### config.mk
export PLATFORM = sky130hd
export DESIGN_NAME = pmu_state_control_registers
export DESIGN_NICKNAME = d
export VERILOG_FILES = /design/src/inc/pmu_pkg.sv /design/src/design/pmu_state_control_registers.sv /design/src/design/pmu_watchdog.sv
export SDC_FILE = /design/constraint.sdc
export NUM_CORES = 1
export LEC_CHECK = 0
export ABC_CLOCK_PERIOD_IN_PS = 6560
export BUFFER_PORTS_ARGS = -buffer_cell sky130_fd_sc_hd__buf_4
export CELL_PAD_IN_SITES_DETAIL_PLACEMENT = 1
export CELL_PAD_IN_SITES_GLOBAL_PLACEMENT = 2
export CORE_MARGIN = 4
export CORE_UTILIZATION = 40
export DETAILED_ROUTE_END_ITERATION = 6
export PLACE_DENSITY = 0.86
export RECOVER_POWER = 100
export SLEW_MARGIN = 40
export SYNTH_ARGS = -nofsm -noshare
export SYNTH_HDL_FRONTEND = slang
export SYNTH_SLANG_ARGS = --single-unit
export TNS_END_PERCENT = 50
### constraint.sdc
create_clock -name sys_clk -period 6.56 [get_ports sys_clk]
set_input_delay 1.312 -clock sys_clk [delete_from_list [all_inputs] [get_ports sys_clk]]
set_output_delay 1.312 -clock sys_clk [all_outputs]
set_load 0.05 [all_outputs]
### src/inc/pmu_pkg.sv
package pmu_pkg;

  // timing: one millisecond tick drives every slow count
  localparam int CLK_PERIOD_NS = 10;
  localparam int TICK_TIME_NS = 1000000;
  localparam int TICK_CYCLES = TICK_TIME_NS / CLK_PERIOD_NS;
  localparam int OFF_DELAY_MS = 8;
  localparam logic [14:0] WD_MS_0 = 15'h01F4;
  localparam logic [14:0] WD_MS_1 = 15'h07D0;
  localparam logic [14:0] WD_MS_2 = 15'h1F40;
  localparam logic [14:0] WD_MS_3 = 15'h3E80;

  // serial bus slave address, write byte 0x60
  localparam logic [6:0] SLAVE_ADDR = 7'h30;

  // read-write bank: index, offset, reset value, writable bits
  localparam int N_RW = 16;
  localparam int IDX_CTL0 = 0;
  localparam int IDX_CTL1 = 1;
  localparam int IDX_CTL2 = 2;
  localparam int IDX_SET = 4;
  localparam int IDX_TEMP = 6;
  localparam int IDX_BUSA = 7;
  localparam int IDX_BUSB = 8;
  localparam int IDX_WDOG = 11;
  localparam int IDX_MASK = 12;
  localparam int IDX_DCC = 13;
  localparam int IDX_WD1 = 15;
  localparam logic [N_RW-1:0][7:0] RW_ADDR = {8'hFF, 8'h97, 8'h20, 8'h1B, 8'h1A, 8'h19, 8'h18, 8'h0A,
                                              8'h09, 8'h08, 8'h05, 8'h04, 8'h03, 8'h02, 8'h01, 8'h00};
  localparam logic [N_RW-1:0][7:0] RW_RST = {8'h26, 8'h55, 8'h10, 8'h00, 8'h02, 8'h00, 8'h00, 8'hA4,
                                             8'hCB, 8'h06, 8'h79, 8'h04, 8'h00, 8'hA9, 8'h01, 8'h18};
  localparam logic [N_RW-1:0][7:0] RW_WMASK = {8'hFF, 8'hFF, 8'h3F, 8'hFE, 8'h0B, 8'h0E, 8'hFE, 8'hFF,
                                               8'hFF, 8'hF7, 8'h03, 8'hFE, 8'hFF, 8'h2F, 8'h79, 8'hFF};

  // read-only and clear-on-one offsets
  localparam logic [7:0] A_OCFLAG = 8'h0C;
  localparam logic [7:0] A_CONV_PG = 8'h0D;
  localparam logic [7:0] A_REG_PG = 8'h0E;
  localparam logic [7:0] A_PON_A = 8'h10;
  localparam logic [7:0] A_POFF_A = 8'h11;
  localparam logic [7:0] A_POFF_B = 8'h12;
  localparam logic [7:0] A_PON_B = 8'h1C;

  // field positions
  localparam int B_SLEEP = 0;
  localparam int B_SIMUL = 1;
  localparam int B_WK_BUS = 3;
  localparam int B_WK_KS = 4;
  localparam int B_WK_KL = 5;
  localparam int B_WK_PIN = 6;
  localparam int B_WK_ALM = 7;
  localparam int F_POL = 4;
  localparam int F_BATLB = 0;
  localparam int B_DELAY = 7;
  localparam int B_POR_S2 = 6;
  localparam int F_VTH = 0;
  localparam int B_EN_TEMP = 2;
  localparam int F_SID = 0;
  localparam int B_OVSET = 2;
  localparam int F_BUSOC = 3;
  localparam int B_PD5K = 0;
  localparam int B_OKSET = 2;
  localparam int F_SOCH = 3;
  localparam int F_UV = 6;
  localparam int F_WD_TIM = 0;
  localparam int B_WD_CLR = 2;
  localparam int B_WD_EN = 3;
  localparam int F_WDN_TIM = 4;
  localparam int B_WDN_EN = 6;
  localparam int B_WD_SEL = 7;
  localparam int F_DC_EN = 0;
  localparam int F_FRQ = 3;

  // encodings
  localparam logic [1:0] POL_HIGH = 2'h0;
  localparam logic [1:0] POL_LOW = 2'h1;
  localparam logic [1:0] POL_RISE = 2'h2;
  localparam logic [1:0] POL_FALL = 2'h3;
  localparam logic [2:0] SOCH_OFF = 3'h7;

endpackage
### src/design/pmu_state_control_registers.sv
`timescale 1ns/1ps
// Functional notes
// - power-off mode bit: 0 sequenced supply shutdown, 1 all supplies at once.
// - wake pin polarity: high level, low level, rising edge, falling edge.
// - sleep request powers off at once, or after 8 ms with delay bit set.
// - in state two the power-ok reset output follows its level select bit.
// - over-temperature protection gated by enable (reset 1); 2-bit trip threshold.
// - bus over-current interrupt threshold, 2 bits, 0.5 A to 2.0 A, reset 01.
// - bus switch over-current threshold, 3 bits; code 111 disables that protection.
// - bus under-voltage threshold, 2 bits, 3.90 V to 4.70 V, reset 10.
// - bus switch over-voltage threshold bit: 0 is 6 V, 1 is 6.5 V.
// - bus switch wake threshold bit: 0 is 4.0 V, 1 is 4.3 V, reset 1.
// - battery low threshold, 2 bits, 3.2 V to 3.5 V, reset 01.
// - converter good bits read 1 only when output good, 0 if disabled.
// - regulator good bits read 1 only when that regulator output is good.
// - sticky power-off cause flags record every kind of shutdown event.
// - host writing 1 clears a cause flag; writing 0 leaves it.
// - legacy watchdog runs only when enabled; timeout 0.5, 2, 8, 16 s.
// - watchdog clear bit is write-only; writing 1 restarts the count.
// - select bit picks legacy or second watchdog, each with own enable, timeout.
// - masked regulator fault turns that regulator off only; unmasked goes to state three.
// - converter frequency select, 3 bits, 0.6 to 2 MHz, reset 010.
// - bus switch shutdown speed: 11 fast, 00 slow, reset 11.
// - bus 5 kilohm pull-down enable bit, reset 0.
// - serial slave at write address 0x60; register updates after full byte.
module pmu_state_control_registers #(
  parameter int unsigned TICK_CYCLES = pmu_pkg::TICK_CYCLES
) (
  input wire logic sys_clk,
  input wire logic rst,
  input wire logic scl_in,
  input wire logic sda_in,
  output logic sda_out,
  output logic sda_oe,
  input wire logic wake_pin,
  input wire logic alarm_event,
  input wire logic key_long_event,
  input wire logic key_short_event,
  input wire logic bus_insert_event,
  input wire logic path_oc_event,
  input wire logic bus_switch_oc_event,
  input wire logic pwrok_fault_event,
  input wire logic overtemp_event,
  input wire logic low_power_event,
  input wire logic key_reset_event,
  input wire logic reset_in_low_event,
  input wire logic path_ov_event,
  input wire logic [6:0] reg_fault,
  input wire logic [5:0] reg_oc_flag,
  input wire logic [2:0] conv_pg_in,
  input wire logic [6:0] reg_pg_in,
  output logic supplies_off,
  output logic simultaneous_off_select,
  output logic reset_out,
  output logic [6:0] regulator_force_off,
  output logic overtemp_protect_enable,
  output logic [1:0] overtemp_threshold,
  output logic [1:0] bus_overcurrent_irq_threshold,
  output logic [2:0] bus_switch_overcurrent_threshold,
  output logic [1:0] bus_undervoltage_threshold,
  output logic bus_switch_overvoltage_threshold,
  output logic bus_switch_wake_threshold,
  output logic [1:0] battery_low_threshold,
  output logic [2:0] switching_frequency_select,
  output logic [1:0] bus_switch_shutdown_speed,
  output logic bus_pulldown_enable
);
  import pmu_pkg::*;

  typedef enum logic [1:0] {state_one, off_wait, state_two, state_three} pst_e;
  typedef enum logic [2:0] {i_idle, i_addr, i_reg, i_wdata, i_ack, i_rdata, i_mack} i2c_e;

  typedef struct packed {
    pst_e st;
    logic [N_RW-1:0][7:0] rw;
    logic [7:0] poff_a;
    logic [1:0] poff_b;
    logic [7:0] pon_a;
    logic [7:0] pon_b;
    logic [7:0] ocf;
    logic [7:0] cpg;
    logic [7:0] rpg;
    logic [6:0] force_off;
    logic supplies_off;
    logic reset_out;
    logic pin_q;
    logic kick;
    logic [16:0] tick_cnt;
    logic tick;
    logic [3:0] dly_cnt;
    i2c_e ist;
    i2c_e after;
    logic scl_q;
    logic sda_q;
    logic [3:0] bitcnt;
    logic [7:0] shift;
    logic [7:0] ptr;
    logic rd;
    logic mack;
    logic sda_oe;
    logic sda_out;
  } state_s;

  state_s q;
  state_s d;

  logic wr_en;
  logic [7:0] wr_ptr;
  logic [7:0] wr_dat;
  logic [7:0] poff_set_a;
  logic [1:0] poff_set_b;
  logic fault;
  logic live;
  logic pin_hit;
  logic [4:0] wake_src;
  logic ot_trip;
  logic [6:0] soft_flt;
  logic wd_old_exp;
  logic wd_new_exp;
  logic rise;
  logic fall;
  logic start;
  logic stop;

  function automatic logic [7:0] rd_byte(input logic [7:0] a);
    logic [7:0] v;
    v = 8'h00;
    for (int i = 0; i < N_RW; i++) begin
      if (a == RW_ADDR[i]) begin
        v = q.rw[i];
      end
    end
    case (a)
      A_OCFLAG: v = q.ocf;
      A_CONV_PG: v = q.cpg;
      A_REG_PG: v = q.rpg;
      A_PON_A: v = q.pon_a;
      A_POFF_A: v = q.poff_a;
      A_POFF_B: v = {6'h00, q.poff_b};
      A_PON_B: v = q.pon_b;
      default: ;
    endcase
    return v;
  endfunction

  always_comb begin
    d = q;
    wr_en = 1'b0;
    wr_ptr = q.ptr;
    wr_dat = q.shift;
    d.scl_q = scl_in;
    d.sda_q = sda_in;
    rise = scl_in & ~q.scl_q;
    fall = ~scl_in & q.scl_q;
    start = scl_in & q.scl_q & q.sda_q & ~sda_in;
    stop = scl_in & q.scl_q & ~q.sda_q & sda_in;

    // serial slave; open drain, so only the enable toggles
    if (start) begin
      d.ist = i_addr;
      d.bitcnt = 4'h0;
      d.sda_oe = 1'b0;
    end else if (stop) begin
      d.ist = i_idle;
      d.sda_oe = 1'b0;
    end else begin
      case (q.ist)
        i_addr, i_reg, i_wdata: begin
          if (rise && q.bitcnt < 4'h8) begin
            d.shift = {q.shift[6:0], sda_in};
            d.bitcnt = q.bitcnt + 4'h1;
          end
          if (fall && q.bitcnt == 4'h8) begin
            d.bitcnt = 4'h0;
            d.sda_oe = 1'b1;
            d.ist = i_ack;
            if (q.ist == i_addr) begin
              d.rd = q.shift[0];
              d.after = q.shift[0] ? i_rdata : i_reg;
              if (q.shift[7:1] != SLAVE_ADDR) begin
                d.sda_oe = 1'b0;
                d.ist = i_idle;
              end
            end else if (q.ist == i_reg) begin
              d.ptr = q.shift;
              d.after = i_wdata;
            end else begin
              wr_en = 1'b1;
              d.ptr = q.ptr + 8'h01;
              d.after = i_wdata;
            end
          end
        end
        i_ack: begin
          if (fall) begin
            d.sda_oe = 1'b0;
            d.ist = q.after;
            if (q.after == i_rdata) begin
              d.shift = rd_byte(q.ptr);
              d.sda_oe = ~d.shift[7];
              d.bitcnt = 4'h1;
            end
          end
        end
        i_rdata: begin
          if (fall) begin
            if (q.bitcnt < 4'h8) begin
              d.shift = {q.shift[6:0], 1'b0};
              d.sda_oe = ~q.shift[6];
              d.bitcnt = q.bitcnt + 4'h1;
            end else begin
              d.sda_oe = 1'b0;
              d.ist = i_mack;
            end
          end
        end
        i_mack: begin
          if (rise) begin
            d.mack = ~sda_in;
          end
          if (fall) begin
            if (q.mack) begin
              d.ptr = q.ptr + 8'h01;
              d.shift = rd_byte(q.ptr + 8'h01);
              d.sda_oe = ~d.shift[7];
              d.bitcnt = 4'h1;
              d.ist = i_rdata;
            end else begin
              d.ist = i_idle;
            end
          end
        end
        i_idle: ;
        default: d.ist = i_idle;
      endcase
    end

    // register bank; fixed bits keep their reset value
    for (int i = 0; i < N_RW; i++) begin
      if (wr_en && wr_ptr == RW_ADDR[i]) begin
        d.rw[i] = (q.rw[i] & ~RW_WMASK[i]) | (wr_dat & RW_WMASK[i]);
      end
    end
    d.kick = wr_en && wr_ptr == RW_ADDR[IDX_WDOG] && wr_dat[B_WD_CLR];

    // millisecond tick
    d.tick = 1'b0;
    d.tick_cnt = q.tick_cnt + 17'h00001;
    if (q.tick_cnt == 17'(TICK_CYCLES - 1)) begin
      d.tick = 1'b1;
      d.tick_cnt = 17'h00000;
    end

    // status sampling; a disabled converter never reads good
    d.ocf = {reg_oc_flag, 2'b00};
    d.cpg = {4'h0, conv_pg_in & q.rw[IDX_DCC][F_DC_EN+:3], 1'b0};
    d.rpg = {reg_pg_in, 1'b0};

    // wake sources
    d.pin_q = wake_pin;
    case (q.rw[IDX_CTL1][F_POL+:2])
      POL_HIGH: pin_hit = wake_pin;
      POL_LOW: pin_hit = ~wake_pin;
      POL_RISE: pin_hit = wake_pin & ~q.pin_q;
      POL_FALL: pin_hit = ~wake_pin & q.pin_q;
      default: pin_hit = 1'b0;
    endcase
    wake_src = {alarm_event & q.rw[IDX_CTL0][B_WK_ALM], pin_hit & q.rw[IDX_CTL0][B_WK_PIN],
                key_long_event & q.rw[IDX_CTL0][B_WK_KL], key_short_event & q.rw[IDX_CTL0][B_WK_KS],
                bus_insert_event & q.rw[IDX_CTL0][B_WK_BUS]};

    // shutdown causes only count while the supplies are up
    live = q.st == state_one || q.st == off_wait;
    ot_trip = overtemp_event & q.rw[IDX_TEMP][B_EN_TEMP];
    soft_flt = live ? reg_fault & q.rw[IDX_MASK][7:1] : 7'h00;
    poff_set_a = 8'h00;
    poff_set_b = 2'b00;
    if (live) begin
      poff_set_a[7] = path_oc_event | (bus_switch_oc_event & (q.rw[IDX_BUSB][F_SOCH+:3] != SOCH_OFF));
      poff_set_a[6] = |(reg_fault & ~q.rw[IDX_MASK][7:1]);
      poff_set_a[5] = pwrok_fault_event;
      poff_set_a[4] = ot_trip;
      poff_set_a[3] = low_power_event;
      poff_set_a[2] = wd_old_exp | wd_new_exp;
      poff_set_a[1] = key_reset_event;
      poff_set_b = {reset_in_low_event, path_ov_event};
    end
    fault = |poff_set_a[7:1] | |poff_set_b;
    d.force_off = q.force_off | soft_flt;

    // power state sequencing
    case (q.st)
      state_one: begin
        if (fault) begin
          d.st = state_three;
        end else if (q.rw[IDX_CTL0][B_SLEEP]) begin
          d.st = q.rw[IDX_SET][B_DELAY] ? off_wait : state_two;
          d.dly_cnt = 4'h0;
        end
      end
      off_wait: begin
        if (fault) begin
          d.st = state_three;
        end else if (q.tick) begin
          d.dly_cnt = q.dly_cnt + 4'h1;
          if (q.dly_cnt == 4'(OFF_DELAY_MS - 1)) begin
            d.st = state_two;
          end
        end
      end
      state_two, state_three: begin
        if (|wake_src) begin
          d.st = state_one;
          d.force_off = 7'h00;
          d.pon_a = {3'h0, wake_src[3], 1'b0, wake_src[1], wake_src[2], wake_src[0]};
          d.pon_b = {6'h00, wake_src[4], 1'b0};
        end
      end
      default: d.st = state_one;
    endcase
    poff_set_a[0] = d.st == state_two && q.st != state_two;
    if (live && d.st != state_one && d.st != off_wait) begin
      d.rw[IDX_CTL0][B_SLEEP] = 1'b0;
    end

    // cause flags: an event in the clearing cycle still lands
    d.poff_a = (q.poff_a & ~((wr_en && wr_ptr == A_POFF_A) ? wr_dat : 8'h00)) | poff_set_a;
    d.poff_b = (q.poff_b & ~((wr_en && wr_ptr == A_POFF_B) ? wr_dat[1:0] : 2'b00)) | poff_set_b;

    d.supplies_off = d.st == state_two || d.st == state_three;
    case (d.st)
      state_two: d.reset_out = d.rw[IDX_SET][B_POR_S2];
      state_three: d.reset_out = 1'b0;
      default: d.reset_out = 1'b1;
    endcase
  end

  always_ff @(posedge sys_clk) begin
    if (rst) begin
      q <= '0;
      q.rw <= RW_RST;
      q.reset_out <= 1'b1;
      q.scl_q <= 1'b1;
      q.sda_q <= 1'b1;
    end else begin
      q <= d;
    end
  end

  // only the selected watchdog may run
  pmu_watchdog u_wd_old (
    .sys_clk(sys_clk),
    .rst(rst),
    .tick(q.tick),
    .enable(q.rw[IDX_WDOG][B_WD_EN] & ~q.rw[IDX_WD1][B_WD_SEL]),
    .kick(q.kick),
    .timeout(q.rw[IDX_WDOG][F_WD_TIM+:2]),
    .expire(wd_old_exp)
  );

  pmu_watchdog u_wd_new (
    .sys_clk(sys_clk),
    .rst(rst),
    .tick(q.tick),
    .enable(q.rw[IDX_WD1][B_WDN_EN] & q.rw[IDX_WD1][B_WD_SEL]),
    .kick(q.kick),
    .timeout(q.rw[IDX_WD1][F_WDN_TIM+:2]),
    .expire(wd_new_exp)
  );

  assign sda_out = q.sda_out;
  assign sda_oe = q.sda_oe;
  assign supplies_off = q.supplies_off;
  assign simultaneous_off_select = q.rw[IDX_CTL0][B_SIMUL];
  assign reset_out = q.reset_out;
  assign regulator_force_off = q.force_off;
  assign overtemp_protect_enable = q.rw[IDX_TEMP][B_EN_TEMP];
  assign overtemp_threshold = q.rw[IDX_TEMP][F_VTH+:2];
  assign bus_overcurrent_irq_threshold = q.rw[IDX_BUSA][F_BUSOC+:2];
  assign bus_switch_overcurrent_threshold = q.rw[IDX_BUSB][F_SOCH+:3];
  assign bus_undervoltage_threshold = q.rw[IDX_BUSB][F_UV+:2];
  assign bus_switch_overvoltage_threshold = q.rw[IDX_BUSA][B_OVSET];
  assign bus_switch_wake_threshold = q.rw[IDX_BUSB][B_OKSET];
  assign battery_low_threshold = q.rw[IDX_CTL2][F_BATLB+:2];
  assign switching_frequency_select = q.rw[IDX_DCC][F_FRQ+:3];
  assign bus_switch_shutdown_speed = q.rw[IDX_BUSA][F_SID+:2];
  assign bus_pulldown_enable = q.rw[IDX_BUSB][B_PD5K];
endmodule

### src/design/pmu_watchdog.sv
`timescale 1ns/1ps
module pmu_watchdog (
  input wire logic sys_clk,
  input wire logic rst,
  input wire logic tick,
  input wire logic enable,
  input wire logic kick,
  input wire logic [1:0] timeout,
  output logic expire
);
  import pmu_pkg::*;

  typedef struct packed {
    logic [14:0] cnt;
    logic expire;
  } wd_s;

  wd_s q;
  wd_s d;
  logic [14:0] limit;

  always_comb begin
    case (timeout)
      2'h0: limit = WD_MS_0;
      2'h1: limit = WD_MS_1;
      2'h2: limit = WD_MS_2;
      default: limit = WD_MS_3;
    endcase
  end

  always_comb begin
    d = q;
    d.expire = 1'b0;
    if (!enable || kick) begin
      d.cnt = 15'h0000;
    end else if (tick) begin
      if (q.cnt >= limit - 15'h0001) begin
        d.expire = 1'b1;
        d.cnt = 15'h0000;
      end else begin
        d.cnt = q.cnt + 15'h0001;
      end
    end
  end

  always_ff @(posedge sys_clk) begin
    if (rst) begin
      q <= '0;
    end else begin
      q <= d;
    end
  end

  assign expire = q.expire;
endmodule

==> impl_metrics.tcl <==
set metrics [dict create \
    status "complete, but fails checks" \
    violations "max-capacitance violations, max-slew violations" \
    die_area_um2 38500 \
    synth-async-reset-ratio_pct 0 \
    drv_slew 59 \
    grt_pass1_wl_um 90300 \
    grt_max_degree 83 \
    cts_resized 0 \
    worstSetupPathType "reg -> reg" \
    max_freq_mhz 204 \
    setup_viol 0 \
    ir_drop_mv 0.182 \
    crit_required_ps 6950 \
    hold_viol 0 \
    h-tree-depth 1 \
    drv_cap 2 \
    grt_util_met3_pct 4.64 \
    post-route-util_pct 44.7 \
    cts_tree "yes" \
    synth_ff_type "dfxtp_1" \
    grt_util_met2_pct 47.6 \
    ant_nets 0 \
    antenna_found_initial 0 \
    post_cts_buffers 0 \
    grt-busiest-layer "met2" \
    fp.dieW_um 196 \
    via_per_inst 6.40 \
    synthSimpleGateAreaFrac_pct 26.9 \
    area_growth_pct 9.55 \
    slew_headroom_pct -48.1 \
    post-route-period-util_pct 74.8 \
    drtIter0Drc 1354 \
    cts_max_path_buffers 3 \
    ios 72 \
    critical_path_arrival_ps 5290 \
    syn_avg_cell_area_um2 7.72 \
    fin_skew_ps 29.1 \
    synth_warnings 0 \
    grt.overflow.total 0 \
    numCtsBuffers 28 \
    finalWirelength_um 58400 \
    fp.dieH_um 196 \
    rsz0062_at_grt "false" \
    synthAdderAreaFrac_pct 3.36 \
    endpoint_kind "register" \
    yosys-top-cells-area "dfxtp_1 (32%), nand2_1 (5.6%), nor2_1 (5.2%)" \
    cts-hold-fix-buffers 0 \
    firstDrtPassIters 6 \
    gr-usage-met1_pct 38.9 \
    period_minus_slack_ps 4910 \
    numPortBuffers 70 \
    grt_pass1_vias 14800 \
    drc 0 \
    synth_top_area_share_pct 32.2 \
    diodes 0 \
    hpwl_um 41400 \
    clock-root-buffer "clkbuf_16" \
    netlist_area_um2 14200 \
    start_kind "register" \
    clk_latency_ps 580 \
    crit_fanout 34 \
    fp-row-count 68 \
    core-area_um2 34700 \
    via_count 14500 \
    synth_top_family_by_area "simple AND/OR/NAND/NOR gates" \
    worst_slew_pin_slew_ps 2220 \
    synth_xor_area_share_pct 3.14 \
    synth_top_area_cell "dfxtp_1" \
    path_clk_slew_ps 70 \
    leakage_nw 5.78 \
    fin_nets 1875 \
    start_util_pct 40.8 \
    drt-wirelength-per-cell_um 25.7 \
    drive_above_1_share_pct 8.74 \
    gp_congestion 0.984 \
    synth_edf_count 0 \
    p_per_area_nw_per_um2 216 \
    synthMuxAreaShare_pct 2.07 \
    yosysSeqAreaShare_pct 32.2 \
    hold_ws_ps 467 \
    synth_compound_area_share_pct 25.2 \
    grt_use_total_pct 29.5 \
    ys_types 106 \
    min_path_type "reg -> reg" \
    cts.sinks 228 \
    synthCells 1834 \
    synth-seq-cells 228 \
    tns_ps 0 \
]
-- cell usage in the layout (no fill, tap or decap), types with 8 or more instances in the layout --
| cell | n |
|---|---|
| dfxtp_1 | 226 |
| nand2_1 | 213 |
| nor2_1 | 195 |
| a21oi_1 | 135 |
| nand3_1 | 114 |
| o21ai_0 | 72 |
| buf_4 | 59 |
| and3_1 | 49 |
| inv_1 | 46 |
| clkbuf_1 | 38 |
| nor2b_1 | 37 |
| ha_1 | 36 |
| a22oi_1 | 34 |
| nor3_1 | 28 |
| a31oi_1 | 28 |
| clkbuf_16 | 28 |
| mux2i_1 | 27 |
| xor2_1 | 25 |
| xnor2_1 | 24 |
| nand3b_1 | 22 |
| a211oi_1 | 20 |
| a221oi_1 | 17 |
| a21o_1 | 17 |
| nand2b_1 | 16 |
| o22ai_1 | 16 |
| o211ai_1 | 15 |
| nand4_1 | 14 |
| a211o_1 | 11 |
| a32oi_1 | 10 |
| a22o_1 | 10 |
| nor3b_1 | 9 |
| o21ai_1 | 9 |
| o32ai_1 | 8 |
| clkinv_2 | 8 |
-- Yosys cell counts, types with 11 or more instances --
cell,n
a221oi_1,17
ha_1,38
a31oi_1,28
nand2b_1,16
buf_4,30
o211ai_1,15
nand3b_1,22
nor2b_1,37
o21ai_1,13
inv_1,46
xnor2_1,24
nor3_1,25
a211o_1,11
mux2i_1,27
a21oi_1,135
o22ai_1,16
a22oi_1,34
a211oi_1,19
dfxtp_1,228
xor2_1,25
nand3_1,113
and3_1,49
o21ai_0,69
buf_2,34
a21o_1,17
nand4_1,14
clkbuf_1,86
nor2_1,195
nand2_1,213
-- cells by family (layout without fill, tap and decap cells) --
group / Yosys count / count (layout)
muxes: 29 / 29
AOI/OAI and AO/OA: 512 / 512
buffers and inverters: 212 / 196
adders and majority gates: 38 / 38
other: 2 / 3
xor gates and xnor gates: 50 / 50
DFF: 228 / 228
and+or+nand+nor: 763 / 763
-- final cells by class --
cell class	count	area (um2)
Inverter	47	176
Timing Repair Buffer	97	593
Sequential cell	228	4570
Multi-Input combinational cell	1395	8590
Clock inverter	20	279
Fill cell	4230	19200
Clock buffer	32	746
Tap cell	455	569
-- stage by stage --
step | worst slack, ps | instance area [um2] | power [mW] | cells
2_1_floorplan | 3360 | 14200 | 1.56 | 1835
3_3_place_gp | 2520 | 14700 | 1.66 | 2221
3_5_place_dp | 2430 | 14700 | 1.66 | 2221
4_1_cts | 2480 | 15700 | 3.39 | 2273
5_1_grt | 1330 | 15500 | 3.46 | 2274
6_report | 1650 | 15500 | 3.36 | 2274
-- power by group --
part / internal [mW] / total, mW / switching, mW
clock network: 1.06 / 1.72 / 0.664
logic: 0.0588 / 0.194 / 0.135
registers: 1.41 / 1.44 / 0.0348
-- worst max-delay path, cell delays in order, from the launching register on --
cell and delay (ps):
dfxtp_1 700, ha_1 1180, nand3_1 470, o32a_1 450, a21boi_4 470, nand2_1 190, a21oi_1 520, nor3_1 180
o311ai_0 410, a211oi_1 140
-- metal layers --
| layer | part of all wire, % | vias to the layer above |
|---|---|---|
| li1 | - | 6562 |
| met1 | 42 | 7178 |
| met2 | 45 | 626 |
| met3 | 6.9 | 177 |
| met4 | 5.5 | 0 |
| met5 | 0 | - |
-- state kept, by name, summed over array words and instances, names as in the netlist, 3 cells and up --
name and cells:
u_wd_old.q 15, switching_frequency_select 3, wr_dat 8, wr_ptr 8
bus_switch_overcurrent_threshold 3, q 149, regulator_force_off 7, u_wd_new.q 15
-- path summary, 6_finish.rpt --
check / start / to / slack (ps) / cells past startpoint
worst max-delay path: wr_ptr[0]$_SDFFE_PP0P_ / wr_dat[6]$_SDFFE_PP0P_ / 1650 / 9
worst min-delay path: q[37]$_SDFF_PP0_ / q[37]$_SDFF_PP0_ / 470 / 1
worst max register to register: wr_ptr[0]$_SDFFE_PP0P_ / wr_dat[6]$_SDFFE_PP0P_ / 1650 / 9
worst min register to register: q[37]$_SDFF_PP0_ / q[37]$_SDFF_PP0_ / 470 / 1
(Power assumes the default switching activity.)
